$ cat src/inc/data_space_access_align_params.svh
// constants for the data-space access alignment block
`ifndef DATA_SPACE_ACCESS_ALIGN_PARAMS_SVH
`define DATA_SPACE_ACCESS_ALIGN_PARAMS_SVH
`define DSA_ADDR_W 16
`define DSA_DATA_W 16
`define DSA_WORD_ADDR_W 15
`define DSA_ZERO_WORD 16'h0000
`define DSA_STEP_BYTE 16'h0001
`define DSA_STEP_WORD 16'h0002
`define DSA_Y_BASE_DEFAULT 16'h0800
`define DSA_Y_END_DEFAULT 16'h0bff
`define DSA_IMPL_END_DEFAULT 16'h0bff
`define DSA_X_HIGH_BASE_DEFAULT 16'h8000
`endif

$ cat src/inc/data_space_access_align_pkg.sv
// types for the data-space access alignment block
package data_space_access_align_pkg;
	typedef enum logic [1:0] {
		PTR_X_FIRST,
		PTR_X_SECOND,
		PTR_Y_FIRST,
		PTR_Y_SECOND
	} prefetch_ptr_t;
endpackage

$ cat src/hdl/data_space_access_align.sv
// data-space address resolution, byte steering and alignment traps
`timescale 1ns/1ps
`include "data_space_access_align_params.svh"

module data_space_access_align #(
	parameter logic [15:0] Y_BASE = `DSA_Y_BASE_DEFAULT,
	parameter logic [15:0] Y_END = `DSA_Y_END_DEFAULT,
	parameter logic [15:0] IMPL_END = `DSA_IMPL_END_DEFAULT,
	parameter logic [15:0] X_HIGH_BASE = `DSA_X_HIGH_BASE_DEFAULT
) (
	input wire logic sys_clk,
	input wire logic rst_n,
	input wire logic clk_en,
	// x port: reads and all writes
	input wire logic x_req,
	input wire logic x_write,
	input wire logic x_byte,
	input wire logic [15:0] x_effective_address,
	input wire logic [15:0] x_wdata,
	input wire logic [15:0] source_pointer_register,
	input wire logic x_post_inc,
	// y port and x prefetch select: dual_operand_multiply_class word prefetch
	input wire logic y_req,
	input wire logic [15:0] y_effective_address,
	input wire data_space_access_align_pkg::prefetch_ptr_t y_ptr_sel,
	input wire logic x_prefetch,
	input wire data_space_access_align_pkg::prefetch_ptr_t x_ptr_sel,
	// memory side
	input wire logic [15:0] mem_x_rdata,
	input wire logic [15:0] mem_y_rdata,
	output logic [14:0] mem_x_word_addr,
	output logic [14:0] mem_y_word_addr,
	output logic mem_x_rd,
	output logic mem_y_rd,
	output logic [1:0] mem_x_lane_we,
	output logic [15:0] mem_x_wdata,
	// results to requester
	output logic [15:0] x_rdata,
	output logic x_rvalid,
	output logic [15:0] y_rdata,
	output logic y_rvalid,
	output logic [15:0] pointer_updated,
	output logic address_error_trap
);
	import data_space_access_align_pkg::*;

	// ------------------------------------------------------------
	// address classification
	// ------------------------------------------------------------
	function automatic logic in_y_space(input logic [15:0] a);
		in_y_space = (a >= Y_BASE) && (a <= Y_END);
	endfunction

	function automatic logic implemented(input logic [15:0] a);
		implemented = (a <= IMPL_END) || (a >= X_HIGH_BASE);
	endfunction

	function automatic logic is_x_ptr(input prefetch_ptr_t p);
		is_x_ptr = (p == PTR_X_FIRST) || (p == PTR_X_SECOND);
	endfunction

	logic x_misaligned;
	logic x_valid_read;
	logic y_valid_read;
	logic x_sel_odd_r;
	logic x_byte_r;
	logic x_zero_r;
	logic y_zero_r;
	logic x_pend_r;
	logic y_pend_r;

	assign x_misaligned = !x_byte && x_effective_address[0];
	// prefetch pointers stay in their own space, in both directions
	// an x pointer into y space and a y pointer outside y space both read zero
	assign x_valid_read = implemented(x_effective_address)
		&& !(x_prefetch && is_x_ptr(x_ptr_sel) && in_y_space(x_effective_address))
		&& !(x_prefetch && !is_x_ptr(x_ptr_sel) && !in_y_space(x_effective_address));
	// y-pointer prefetch must stay in y space; x pointers on the y bus also invalid
	assign y_valid_read = implemented(y_effective_address)
		&& in_y_space(y_effective_address) && !is_x_ptr(y_ptr_sel);

	// ------------------------------------------------------------
	// memory request stage
	// ------------------------------------------------------------
	// address and strobes are registered so the memory sees a clean cycle
	// write data is replicated for byte writes; the lane enable picks the side
	// a misaligned word write keeps both lanes shut, the trap still follows
	always_ff @(posedge sys_clk or negedge rst_n) begin
		if (!rst_n) begin
			mem_x_word_addr <= 15'h0000;
			mem_x_rd <= 1'b0;
			mem_x_lane_we <= 2'h0;
			mem_x_wdata <= `DSA_ZERO_WORD;
		end else if (clk_en) begin
			mem_x_word_addr <= x_effective_address[15:1];
			mem_x_rd <= x_req && !x_write;
			if (x_req && x_write && !x_misaligned) begin
				if (x_byte) begin
					mem_x_lane_we <= x_effective_address[0] ? 2'h2 : 2'h1;
					mem_x_wdata <= {x_wdata[7:0], x_wdata[7:0]};
				end else begin
					mem_x_lane_we <= 2'h3;
					mem_x_wdata <= x_wdata;
				end
			end else begin
				mem_x_lane_we <= 2'h0;
			end
		end
	end

	always_ff @(posedge sys_clk or negedge rst_n) begin
		if (!rst_n) begin
			mem_y_word_addr <= 15'h0000;
			mem_y_rd <= 1'b0;
		end else if (clk_en) begin
			mem_y_word_addr <= y_effective_address[15:1];
			mem_y_rd <= y_req;
		end
	end

	// ------------------------------------------------------------
	// request context carried to the return stage
	// ------------------------------------------------------------
	// context is registered on the same edge as the memory strobe so it lines up
	// with the data that the memory returns on the following edge
	always_ff @(posedge sys_clk or negedge rst_n) begin
		if (!rst_n) begin
			x_pend_r <= 1'b0;
			y_pend_r <= 1'b0;
			x_sel_odd_r <= 1'b0;
			x_byte_r <= 1'b0;
			x_zero_r <= 1'b0;
			y_zero_r <= 1'b0;
		end else if (clk_en) begin
			x_pend_r <= x_req && !x_write;
			y_pend_r <= y_req;
			x_sel_odd_r <= x_effective_address[0];
			x_byte_r <= x_byte;
			x_zero_r <= !x_valid_read;
			y_zero_r <= !y_valid_read;
		end
	end

	// ------------------------------------------------------------
	// read return with byte steering
	// ------------------------------------------------------------
	// idle cycles force zero so stale memory data never leaks out
	// the selected byte always lands on the low lane, upper byte zero
	always_ff @(posedge sys_clk or negedge rst_n) begin
		if (!rst_n) begin
			x_rdata <= `DSA_ZERO_WORD;
			x_rvalid <= 1'b0;
		end else if (clk_en) begin
			x_rvalid <= x_pend_r; // misaligned read still completes
			if (!x_pend_r || x_zero_r) begin
				x_rdata <= `DSA_ZERO_WORD;
			end else if (x_byte_r) begin
				x_rdata <= {8'h00, x_sel_odd_r ? mem_x_rdata[15:8] : mem_x_rdata[7:0]};
			end else begin
				x_rdata <= mem_x_rdata;
			end
		end
	end

	always_ff @(posedge sys_clk or negedge rst_n) begin
		if (!rst_n) begin
			y_rdata <= `DSA_ZERO_WORD;
			y_rvalid <= 1'b0;
		end else if (clk_en) begin
			y_rvalid <= y_pend_r;
			y_rdata <= (!y_pend_r || y_zero_r) ? `DSA_ZERO_WORD : mem_y_rdata;
		end
	end

	// ------------------------------------------------------------
	// pointer post-modification and trap
	// ------------------------------------------------------------
	// step follows the access size so pointers walk word-aligned memory
	// trap is a single pulse; the core decides when to take it
	always_ff @(posedge sys_clk or negedge rst_n) begin
		if (!rst_n) begin
			pointer_updated <= `DSA_ZERO_WORD;
		end else if (clk_en) begin
			if (x_post_inc) begin
				pointer_updated <= source_pointer_register
					+ (x_byte ? `DSA_STEP_BYTE : `DSA_STEP_WORD);
			end else begin
				pointer_updated <= source_pointer_register;
			end
		end
	end

	always_ff @(posedge sys_clk or negedge rst_n) begin
		if (!rst_n) begin
			address_error_trap <= 1'b0;
		end else if (clk_en) begin
			address_error_trap <= x_req && x_misaligned;
		end
	end
endmodule // data_space_access_align

$ cat config.mk
export PLATFORM = sky130hd
export DESIGN_NAME = data_space_access_align
export DESIGN_NICKNAME = d
export VERILOG_FILES = /design/src/inc/data_space_access_align_pkg.sv /design/src/hdl/data_space_access_align.sv
export VERILOG_INCLUDE_DIRS = /design/src /design/src/inc
export SDC_FILE = /design/constraint.sdc
export NUM_CORES = 1
export LEC_CHECK = 0
export ABC_CLOCK_PERIOD_IN_PS = 1500
export BUFFER_PORTS_ARGS = -buffer_cell sky130_fd_sc_hd__buf_2
export CAP_MARGIN = 25
export CORE_AREA = 4 4 103 105
export CTS_BUF_LIST = sky130_fd_sc_hd__clkbuf_8
export DETAILED_ROUTE_END_ITERATION = 8
export DIE_AREA = 0 0 107 109
export PLACE_DENSITY = 0.79
export SETUP_SLACK_MARGIN = 0.4
export SLEW_MARGIN = 20
export SYNTH_ARGS = -nofsm -noshare
export SYNTH_HDL_FRONTEND = slang
export SYNTH_SLANG_ARGS = --single-unit
$ cat constraint.sdc
create_clock -name sys_clk -period 1.5 [get_ports sys_clk]
set_input_delay 0.3 -clock sys_clk [delete_from_list [all_inputs] [get_ports sys_clk]]
set_output_delay 0.3 -clock sys_clk [all_outputs]
set_load 0.01 [all_outputs]
---- Yosys cells after proc, flatten, opt, wreduce, memory -nomap -nowiden ----
Index checks and enable logic that the tools add are counted.
storage, ports and cells
  register bits after elaboration ......... 105
  bits of input ports ..................... 109
  output and inout bits ................... 101
  logic and storage cells ................. 71
operators by class
  $add $sub $neg .......................... 1
  $lt $le $gt $ge ......................... 6
  equality and inequality tests ........... 2
  multiplexer cells ....................... 10
  reductions and logical operators ........ 36
operator list
  operator                                                                               count
  16-bit 2-to-1 mux                                                                      5
  16-bit by 12-bit greater-or-equal comparator with 1-bit output, second input constant  2
  16-bit greater-or-equal comparator, second input constant                              2
  16-bit by 12-bit <= comparator with 1-bit output, second input constant                2
  16-bit by 2-bit adder with 16-bit output                                               1
  1-bit logical AND                                                                      15
  1-bit zero test                                                                        12
  2-bit 2-to-1 mux                                                                       4
  8-bit 2-to-1 mux                                                                       1
  1-bit logical OR                                                                       6
  2-bit by 1-bit equality test with 1-bit output, second input constant                  2
  2-bit zero test                                                                        2
  2-bit AND reduction                                                                    1

---- Logic depth before layout (Yosys ltp) ----
Gate-level depths: netlist (run 1).
  depth after elaboration ................. 8
  gate-level depth with buffers ........... 7
  depth with buffers taken out ............ 6

---- Worst setup path after synthesis (run 1) ----
Ideal clock, no wire load.
  kind .................................... in2reg
  from .................................... in x_byte
  to ...................................... reg pointer_updated[13]
  library setup time ...................... 0.090 ns
  arrival ................................. 2.296 ns
  data required time ...................... 1.410 ns
  path slack .............................. -0.886 ns
  cell stages on the path ................. 7
  path buffers ............................ 1
  cell sequence ........................... clkbuf_1 inv_1 ha_1 a21oi_1 or4b_4 or4_1 o2111ai_1
on the way
  cells in the longest elaborated chain, start to end .. 3
ends and longest elaborated chain
  item                                      line                            source
  from (decl)                               data_space_access_align.sv:17   input wire logic x_byte,
  2-bit 2-to-1 mux (no line)                n/a
  16-bit by 2-bit adder with 16-bit output  data_space_access_align.sv:185  pointer_updated <= source_pointer_register
  16-bit 2-to-1 mux                         data_space_access_align.sv:184  if (x_post_inc) begin
  to (signal assigned)                      data_space_access_align.sv:182  pointer_updated <= `DSA_ZERO_WORD;
  to (signal assigned)                      data_space_access_align.sv:185
  to (signal assigned)                      data_space_access_align.sv:188  pointer_updated <= source_pointer_register;
  to (decl)                                 data_space_access_align.sv:42   output logic [15:0] pointer_updated,
Every way passes these cells.
A chain may end at the register's enable or synchronous reset.

---- Worst setup path in the final report (run 1) ----
Same ends and word-level chain as after synthesis.

==> impl_metrics.tcl, run 1 <==
set metrics [dict create \
    status "finished, violations left" \
    violations "negative setup slack" \
    fin_tns_setup_ns -0.02282 \
    clock-root-buffer "clkbuf_8" \
    clkSinkCount 105 \
    cts_buffer_depth 2 \
    cp-start-kind "primary input" \
    grt_pass1_wl_um 20800 \
    numCtsBuffers 9 \
    worst-setup-path-type "primary input to register" \
    grt_max_degree 62 \
    hp-class "primary input to register" \
    hold_viol_final 0 \
    path_clk_slew_ns 0.11 \
    r2r-start "x_pend_r" \
    end_kind "register" \
    ios 210 \
    timing.rr.end "x_rdata[5]" \
    fp.dieH_um 109 \
    synth_area_per_cell_um2 11.21 \
    synth_top_cell_by_area "dfrtp_1" \
    antenna_found_initial 0 \
    crit_path_max_fanout 4 \
    finalClockSkew_ns 0.01916 \
    crit_required_ns 1.73 \
    p_leak_nw 3.949 \
    port_buffers 206 \
    setup_slack_ns -0.02282 \
    synth_area_leaders "dfrtp_1, mux2_2, mux2i_1" \
    routed_wl_um 15810 \
    drc 0 \
    irDropWorstVdd_mv 0.6352 \
    period_needed_ns 1.523 \
    drtAntennaViolNets 0 \
    wire_per_inst_um 18.40 \
    diodes 0 \
    grt_pass1_vias 4247 \
    clk_latency_ns 0.37 \
    p_per_area_mw_per_mm2 907.3 \
    setup_violations 1 \
    dp_hpwl_um 9331 \
    yosysTopAreaCellShare_pct 57.85 \
    grt_overflow 0 \
    endpoint "pointer_updated[13]" \
    final_cell_mix "buf_2, dfrtp_1, buf_4" \
    reg2reg_slack_ns 0.31 \
    synth_nets 517 \
    final_layout_size_suffix_gt1_share_pct 63.36 \
    drtIter0Drc 205 \
    die_area_mm2 0.01166 \
    rsz0062_at_grt "true" \
    ys_seq_area_share_pct 57.85 \
    reg2reg_depth 5 \
    drv_cap 0 \
    max_clock_freq_mhz 656.7 \
    row_count 36 \
    netlist_area_mm2 0.004542 \
    slew_viol_final 0 \
    vias_per_cell 5.107 \
    worst_pin_slew_ns 0.4657 \
    grt.total_usage_pct 22.68 \
    tritoncts "built" \
    synthCells 405 \
    dieWidth_um 107 \
    coreArea_mm2 0.009639 \
    timing.slew.headroom_pct 68.52 \
    post-route-period-util_pct 101.5 \
    synth_cell_types 40 \
    htree_num_levels 3 \
    ys_ff_latch 105 \
    arrival_ns 1.75 \
    finalNetCount 835 \
    drt_first_pass_iters 4 \
    finalCoreUtilization_pct 80.40 \
    area_growth_pct 70.63 \
    start_util_pct 47.12 \
    mostFrequentLayoutCell "buf_2" \
    crit_start "x_byte" \
    gp_congestion 0.9012 \
    yosysWarnings 0 \
    vias 4387 \
]
[synth_stat cells, drive strengths merged]
master,instances
o211ai,2
xnor2,5
o22ai,9
o2111ai,1
nor2b,3
nor3b,1
nor4b,1
mux2,42
a31oi,2
nand4,5
xor2,6
or2b,1
dfrtp,105
nor2,26
nand2b,1
fa,1
or4b,1
nor4,2
nand2,37
and3,1
nand3,5
nor3,3
nand4b,1
o21ai,32
nand3b,2
mux2i,19
ha,2
or3,2
inv,39
o22a,1
buf,1
or4,2
a21oi,23
and4,3
clkbuf,18
[worst max-delay path, cell delays in order]
cell and delay, ns:
buf_12 0.09, inv_8 0.03, ha_4 0.26, a21oi_4 0.05, or4b_4 0.49, buf_4 0.16, o211ai_1 0.21, o2111ai_2 0.16
[worst min-delay path by stage]
stage,endpoint,startpoint,depth (start not counted),slack (ns)
floorplan,address_error_trap,rst_n,0,0.004
global route,y_rdata[13],mem_y_rdata[13],3,0.13
global placement,mem_x_word_addr[14],rst_n,2,0.31
detailed placement,mem_x_word_addr[14],rst_n,2,0.31
CTS,y_rdata[5],mem_y_rdata[5],3,0.12
finish,y_rdata[12],mem_y_rdata[12],3,0.15
[report_power, final]
| group | internal [mW] | switching (mW) |
|---|---|---|
| clock network | 0.923 | 0.966 |
| logic | 1.06 | 0.820 |
| registers | 3.08 | 0.179 |
[flip-flops by register name, indices dropped and copies added, names as in the netlist]
| register | flops |
|---|---|
| x_byte_r | 1 |
| x_rdata | 16 |
| x_sel_odd_r | 1 |
| y_pend_r | 1 |
| x_rvalid | 1 |
| address_error_trap | 1 |
| pointer_updated | 16 |
| mem_x_word_addr | 15 |
| mem_y_word_addr | 15 |
| y_zero_r | 1 |
| y_rvalid | 1 |
| mem_x_wdata | 16 |
| x_zero_r | 1 |
| x_pend_r | 1 |
| mem_x_lane_we | 2 |
| y_rdata | 16 |
[layer usage]
| layer | global-route usage (%) | vias to the layer above | wire [µm] |
|---|---|---|---|
| li1 | - | 2002 | - |
| met1 | 27.28 | 2147 | 6119 |
| met2 | 40.06 | 209 | 8219 |
| met3 | 5.092 | 29 | 1099 |
| met4 | 8.311 | 0 | 370 |
| met5 | 0 | - | 0 |
[cells by family (layout without fill, tap and decap cells)]
| group | Yosys count | after routing | share of synthesized area, % |
|---|---|---|---|
| multiplexers | 61 | 61 | 14.60 |
| buffers and inverters | 58 | 379 | 5.647 |
| flip-flops | 105 | 105 | 57.85 |
| AO/OA/AOI/OAI | 70 | 70 | 8.292 |
| adder cells (fa/ha/maj) | 3 | 3 | 0.9917 |
| XOR/XNOR | 11 | 11 | 2.121 |
| AND/OR/NAND/NOR | 97 | 97 | 10.50 |
[stage by stage]
step	cells	worst slack [ns]	hold slack [ns]	total power, mW	area (µm²)
2_1_floorplan	405	-0.4354	0.004409	3.937	4906
3_3_place_gp	752	-0.4862	0.3102	4.514	6145
3_5_place_dp	752	-0.5499	0.3104	4.564	6145
4_1_cts	819	0.01089	0.1218	6.687	6999
5_1_grt	859	-0.04000	0.1270	7.327	7750
6_report	859	-0.02282	0.1473	7.031	7750
[layout make-up]
cell class / instances / area [µm²]
well taps: 133 / 166.4
fillers: 573 / 1889
repair buffers: 326 / 2342
multi-input cells: 242 / 2253
flip-flops and latches: 105 / 2628
inverters: 39 / 153.9
clock buffers: 9 / 123.9
clock inverters: 5 / 82.58
[what timing repair did]
item | in CTS | in global routing
buffers inserted | 51 | 39
pin swaps | 21 | 33
hold endpoints to repair | 105 | 0
endpoints found under the setup margin | 145 | 147
gates resized for setup | 52 | 117
hold buffers | 1 | 0
cloned | 1 | 1
Power figures use the tool's default switching activity.
==> inputs of run 2 (changes only) <==
ABC_CLOCK_PERIOD_IN_PS = 1450   (was 1500)
CORE_AREA = 4 4 131 83   (was 4 4 103 105)
DIE_AREA = 0 0 135 87   (was 0 0 107 109)
GPL_TIMING_DRIVEN = 0   (was unset)
clock period = 1.45 ns   (was 1.5 ns; I/O delays follow)
==> run 2 against run 1 <==
  * The run ends with negative hold slack, negative setup slack left
  * Clock power down 6%
  * Clock-buffer cell count unchanged
  * Clock skew down 0.0011 ns
  * Sequential share of layout area up 0.65 points
  * Via count down 2.4%
  * Sequential power up 3%
  * Critical path depth unchanged
  * Critical path type unchanged
  * Critical endpoint unchanged
  * Largest cell class unchanged
  * Largest power group unchanged
==> impl_metrics.tcl, run 2 (same netlist as run 1, synthesis figures left out) <==
set metrics [dict create \
    status "finished, violations left" \
    violations "negative hold slack, negative setup slack" \
    drv_cap 0 \
    final_layout_size_suffix_gt1_share_pct 62.70 \
    grt_overflow 0 \
    fp.dieH_um 87 \
    coreArea_mm2 0.009634 \
    clk_latency_ns 0.38 \
    area_growth_pct 67.49 \
    drtIter0Drc 193 \
    crit_buf_inv 3 \
    antenna_found_initial 0 \
    mostFrequentLayoutCell "buf_2" \
    cts_buffer_depth 2 \
    hp-class "primary input to async pin" \
    p_switching_mw 2.133 \
    drt_first_pass_iters 6 \
    rsz0062_at_grt "true" \
    wire_per_inst_um 18.74 \
    n_fill_cell 548 \
    row_count 28 \
    clock-root-buffer "clkbuf_8" \
    crit_required_ns 1.74 \
    setup_violations 5 \
    p_seq_share_pct 48.0 \
    multi_input_area_mm2 0.002302 \
    period_needed_ns 1.632 \
    drtAntennaViolNets 0 \
    grt_pass1_vias 4360 \
    p_leak_nw 3.821 \
    max_stage_delay_ns 0.57 \
    dpl_worst_slack_ns -0.7752 \
    grt_max_degree 57 \
    gp_congestion 0.8638 \
    end_kind "register" \
    drc 0 \
    dp_hpwl_um 9884 \
    switching_share_pct 30.37 \
    tritoncts "built" \
    grt.total_usage_pct 24.23 \
    totalPowerFinal_mw 7.021 \
    seq_area_mm2 0.002629 \
    finalClockSkew_ns 0.01808 \
    max_clock_freq_mhz 612.7 \
    crit_chain "buf_8 -> clkbuf_16 -> inv_8 -> ha_4 -> a21oi_4 -> or4b_4 -> or4_4 -> o2111ai_2" \
    slew_viol_final 0 \
    whs_ns -0.1734 \
    clkPwrFrac_pct 25.3 \
    crit_path_max_fanout 5 \
    numCtsBuffers 9 \
    critPathSlowestCell "or4b_4" \
    port_buffers 204 \
    p_per_area_mw_per_mm2 923.0 \
    worst_pin_slew_ns 0.7081 \
    grt_pass1_wl_um 22510 \
    worst-setup-path-type "primary input to register" \
    htree_num_levels 3 \
    start_util_pct 47.14 \
    ios 210 \
    vias 4281 \
    final_cell_mix "buf_2, dfrtp_1, buf_4" \
    die_area_mm2 0.01175 \
    path_clk_slew_ns 0.12 \
    arrival_ns 1.92 \
    dieWidth_um 135 \
    timing.slew.headroom_pct 52.79 \
    cp_top_family "simple AND/OR/NAND/NOR gates" \
    vias_per_cell 5.096 \
    finalNetCount 812 \
    diodes 0 \
    clkSinkCount 105 \
    internal_power_mw 4.889 \
    routed_wl_um 15750 \
    comb_power_share_pct 26.7 \
    setup_slack_ns -0.1820 \
    cp-start-kind "primary input" \
    post-route-period-util_pct 112.6 \
    finalCoreUtilization_pct 78.96 \
    irDropWorstVdd_mv 0.7817 \
    hold_viol_final 49 \
]
run 2: cell count changes in the layout (fill, tap and decap cells not counted), sizes merged:
cell,previous run,this run
buf,324,286
clkbuf,10,26
inv,39,43
clkinv,0,3
clkinvlp,3,0
bufinv,2,0
dlygate4sd3,1,0
run 2: final timing paths:
check                               start                   to  slack (ns)  cells past startpoint
setup / recovery                   x_byte  pointer_updated[13]       -0.18                      8
hold / removal                      rst_n   mem_y_word_addr[6]       -0.17                      1
setup reg to reg                 x_pend_r           x_rdata[5]        0.27                      5
hold reg to reg                y_rdata[7]           y_rdata[7]        0.52                      2
max in group asynchronous           rst_n   pointer_updated[7]        0.95                      2
min in group sys_clk       mem_y_rdata[0]           y_rdata[0]        0.12                      3
run 2: layer usage:
layer | GRT usage (%) | wire length (µm) | vias to the layer above
met5 | 0 | 0 | -
met4 | 6.496 | 274 | 0
met3 | 7.217 | 1192 | 28
met2 | 42.04 | 7977 | 181
met1 | 29.95 | 6301 | 2102
li1 | - | - | 1970
run 2: stage by stage:
stage          cells  instance area (µm²)  hold WS [ns]  setup TNS [ns]
5_1_grt          840                 7607       -0.1621         -0.6205
3_5_place_dp     745                 6141        0.2589          -4.756
4_1_cts          801                 6894       -0.1562         -0.4453
6_report         840                 7607       -0.1734         -0.5403
2_1_floorplan    405                 4917     -0.005591          -1.353
3_3_place_gp     744                 6107        0.4868         -106.77
run 2: what timing repair did:
action	CTS	global route
setup buffers	40	37
pin swaps	21	42
hold endpoints to repair	49	49
cloned	0	2
endpoints found under the setup margin	145	166
resized for setup	51	111
run 2: power by group through the flow:
stage                     Clock [mW]  Sequential, mW  Combinational [mW]
after floorplan                    0            3.51               0.565
after global placement             0            3.38                1.29
after detailed placement           0            3.40                1.33
after CTS                       1.79            3.35                1.56
after global routing            1.93            3.40                2.01
final                           1.78            3.37                1.88
run 2: final cells by class:
class	instances	area share, %
multi-input cells	242	30.26
repair buffers	284	24.85
inverters	39	2.023
clock buffers	9	1.628
plain buffers	19	3.668
clock inverters	7	0.7895
well taps	135	2.220
flip-flops and latches	105	34.56
==> inputs of run 3 (changes only) <==
CORE_AREA = 4 4 132 84   (was 4 4 131 83)
CTS_BUF_LIST = unset   (was sky130_fd_sc_hd__clkbuf_8)
DIE_AREA = 0 0 136 88   (was 0 0 135 87)
PLACE_DENSITY = 0.78   (was 0.79)
SLEW_MARGIN = 0   (was 20)
==> run 3 against run 2 <==
  * The flow still finishes with violations (negative hold slack, negative setup slack)
  * Register-to-register slack lost 0.09 ns
  * Cell count is 0.60% higher
  * Via count up 3.4%
  * Hold slack improved by 0.15 ns
  * Sequential share of layout area down 0.18 points
  * First-iteration DRC count is 10% lower
  * Core utilization shrank 0.13 points
  * Sequential power hardly changed
  * Highest routed layer unchanged
  * Die area grew 1.9%
  * Global-route usage grew 0.55 points
  * Fmax up 0.37%
  * Critical path type unchanged
==> impl_metrics.tcl, run 3 (same netlist as run 1, synthesis figures left out) <==
set metrics [dict create \
    status "finished, violations left" \
    violations "negative hold slack, negative setup slack" \
    whs_ns -0.02676 \
    routed_wl_um 16870 \
    crit_path_max_fanout 5 \
    area_growth_pct 68.43 \
    grt_overflow 0 \
    fp.dieH_um 88 \
    max_clock_freq_mhz 615.0 \
    hold_viol_final 22 \
    numCtsBuffers 9 \
    tritoncts "built" \
    setup_slack_ns -0.1760 \
    mostFrequentLayoutCell "buf_2" \
    start_util_pct 46.80 \
    drc 0 \
    arrival_ns 1.88 \
    port_buffers 204 \
    clkPwrFrac_pct 31.1 \
    post-route-period-util_pct 112.1 \
    hp-class "primary input to async pin" \
    ios 210 \
    max_stage_delay_ns 0.52 \
    die_area_mm2 0.01197 \
    p_switching_mw 2.147 \
    drv_cap 0 \
    diodes 0 \
    critPathSlowestCell "or4b_4" \
    setup_violations 4 \
    antenna_found_initial 0 \
    crit_chain "buf_8 -> clkbuf_16 -> inv_8 -> ha_4 -> a21oi_4 -> or4b_4 -> or4_4 -> o2111ai_2" \
    n_fill_cell 562 \
    p_seq_share_pct 44.5 \
    dp_hpwl_um 10210 \
    row_count 28 \
    irDropWorstVdd_mv 0.6305 \
    finalNetCount 817 \
    grt_pass1_wl_um 22880 \
    grt_max_degree 57 \
    dieWidth_um 136 \
    period_needed_ns 1.626 \
    finalClockSkew_ns 0.008379 \
    final_cell_mix "buf_2, dfrtp_1, buf_4" \
    gp_congestion 0.8782 \
    comb_power_share_pct 24.5 \
    grt_pass1_vias 4381 \
    clock-root-buffer "clkbuf_16" \
    path_clk_slew_ns 0.08 \
    worst_pin_slew_ns 0.7391 \
    vias_per_cell 5.237 \
    finalCoreUtilization_pct 78.83 \
    dpl.cell_count 745 \
    totalPowerFinal_mw 7.588 \
    clk_latency_ns 0.34 \
    internal_power_mw 5.441 \
    switching_share_pct 28.30 \
    crit_required_ns 1.70 \
    wire_per_inst_um 19.96 \
    timing.slew.headroom_pct 50.72 \
    vias 4425 \
    p_leak_nw 3.797 \
    cts_buffer_depth 2 \
    p_per_area_mw_per_mm2 991.9 \
    htree_num_levels 3 \
    coreArea_mm2 0.009704 \
    clkSinkCount 105 \
    cp-start-kind "primary input" \
    final_layout_size_suffix_gt1_share_pct 62.68 \
    final_cells 845 \
    drt_first_pass_iters 4 \
    worst-setup-path-type "primary input to register" \
    rsz0062_at_grt "true" \
    drtAntennaViolNets 0 \
    end_kind "register" \
    grt.total_usage_pct 24.78 \
    drtIter0Drc 173 \
    slew_viol_final 0 \
]
run 3: path summary, 6_finish.rpt:
kind,startpoint,end,slack (ns),cells past startpoint
min reg2reg,mem_x_word_addr[3],mem_x_word_addr[3],0.51,1
max in group asynchronous,rst_n,mem_x_wdata[13],0.76,2
min in group sys_clk,mem_y_rdata[14],y_rdata[14],0.15,3
max reg2reg,x_pend_r,x_rdata[12],0.18,5
min,rst_n,mem_y_word_addr[0],-0.03,1
max,x_byte,pointer_updated[13],-0.18,8
run 3: metal layers:
| metal | vias to the layer above | global-route usage (%) | wire length, µm |
|---|---|---|---|
| li1 | 1981 | - | - |
| met4 | 0 | 9.332 | 436 |
| met1 | 2182 | 31.37 | 6759 |
| met5 | - | 0 | 0 |
| met2 | 220 | 40.46 | 8156 |
| met3 | 42 | 7.807 | 1517 |
run 3: repair_timing:
action / in CTS / in global routing
resized for setup: 55 / 98
pin swaps: 27 / 21
endpoints found under the hold margin: 14 / 0
buffers inserted: 51 / 31
setup endpoints to repair: 157 / 166
gates cloned: 2 / 0
run 3: through the flow:
step	worst slack (ns)	hold WS, ns	TNS (ns)	cell area [µm²]
4_1_cts	-0.1627	-0.007022	-0.5024	7118
2_1_floorplan	-0.4754	-0.005591	-1.353	4917
5_1_grt	-0.2072	0.007894	-0.7430	7650
3_5_place_dp	-0.8054	0.3568	-4.796	6137
6_report	-0.1760	-0.02676	-0.5183	7650
3_3_place_gp	-1.015	0.4858	-110.37	6107
run 3: final cells by class:
type | count | area, µm² | share of cell area (%)
plain buffers | 19 | 280.3 | 3.664
clock buffers | 11 | 242.7 | 3.173
clock inverters | 5 | 41.29 | 0.5397
inverters | 39 | 153.9 | 2.012
multi-input cells | 242 | 2196 | 28.70
flip-flops and latches | 105 | 2630 | 34.38
well taps | 135 | 168.9 | 2.208
repair buffers | 289 | 1937 | 25.32
run 3: power groups by stage:
stage	Combinational (mW)	Clock [mW]	Sequential, mW
2_1_floorplan	0.565	0	3.51
3_3_place_gp	1.29	0	3.38
3_5_place_dp	1.33	0	3.40
4_1_cts	1.62	2.36	3.36
5_1_grt	1.98	2.50	3.40
6_report	1.86	2.36	3.38
run 3: worst max-delay path, delay by kind of cell:
family,cells,cell delay (ns)
fa+ha+maj,1,0.26
compound gates,2,0.15
buf+inv,3,0.23
simple gates,2,0.95
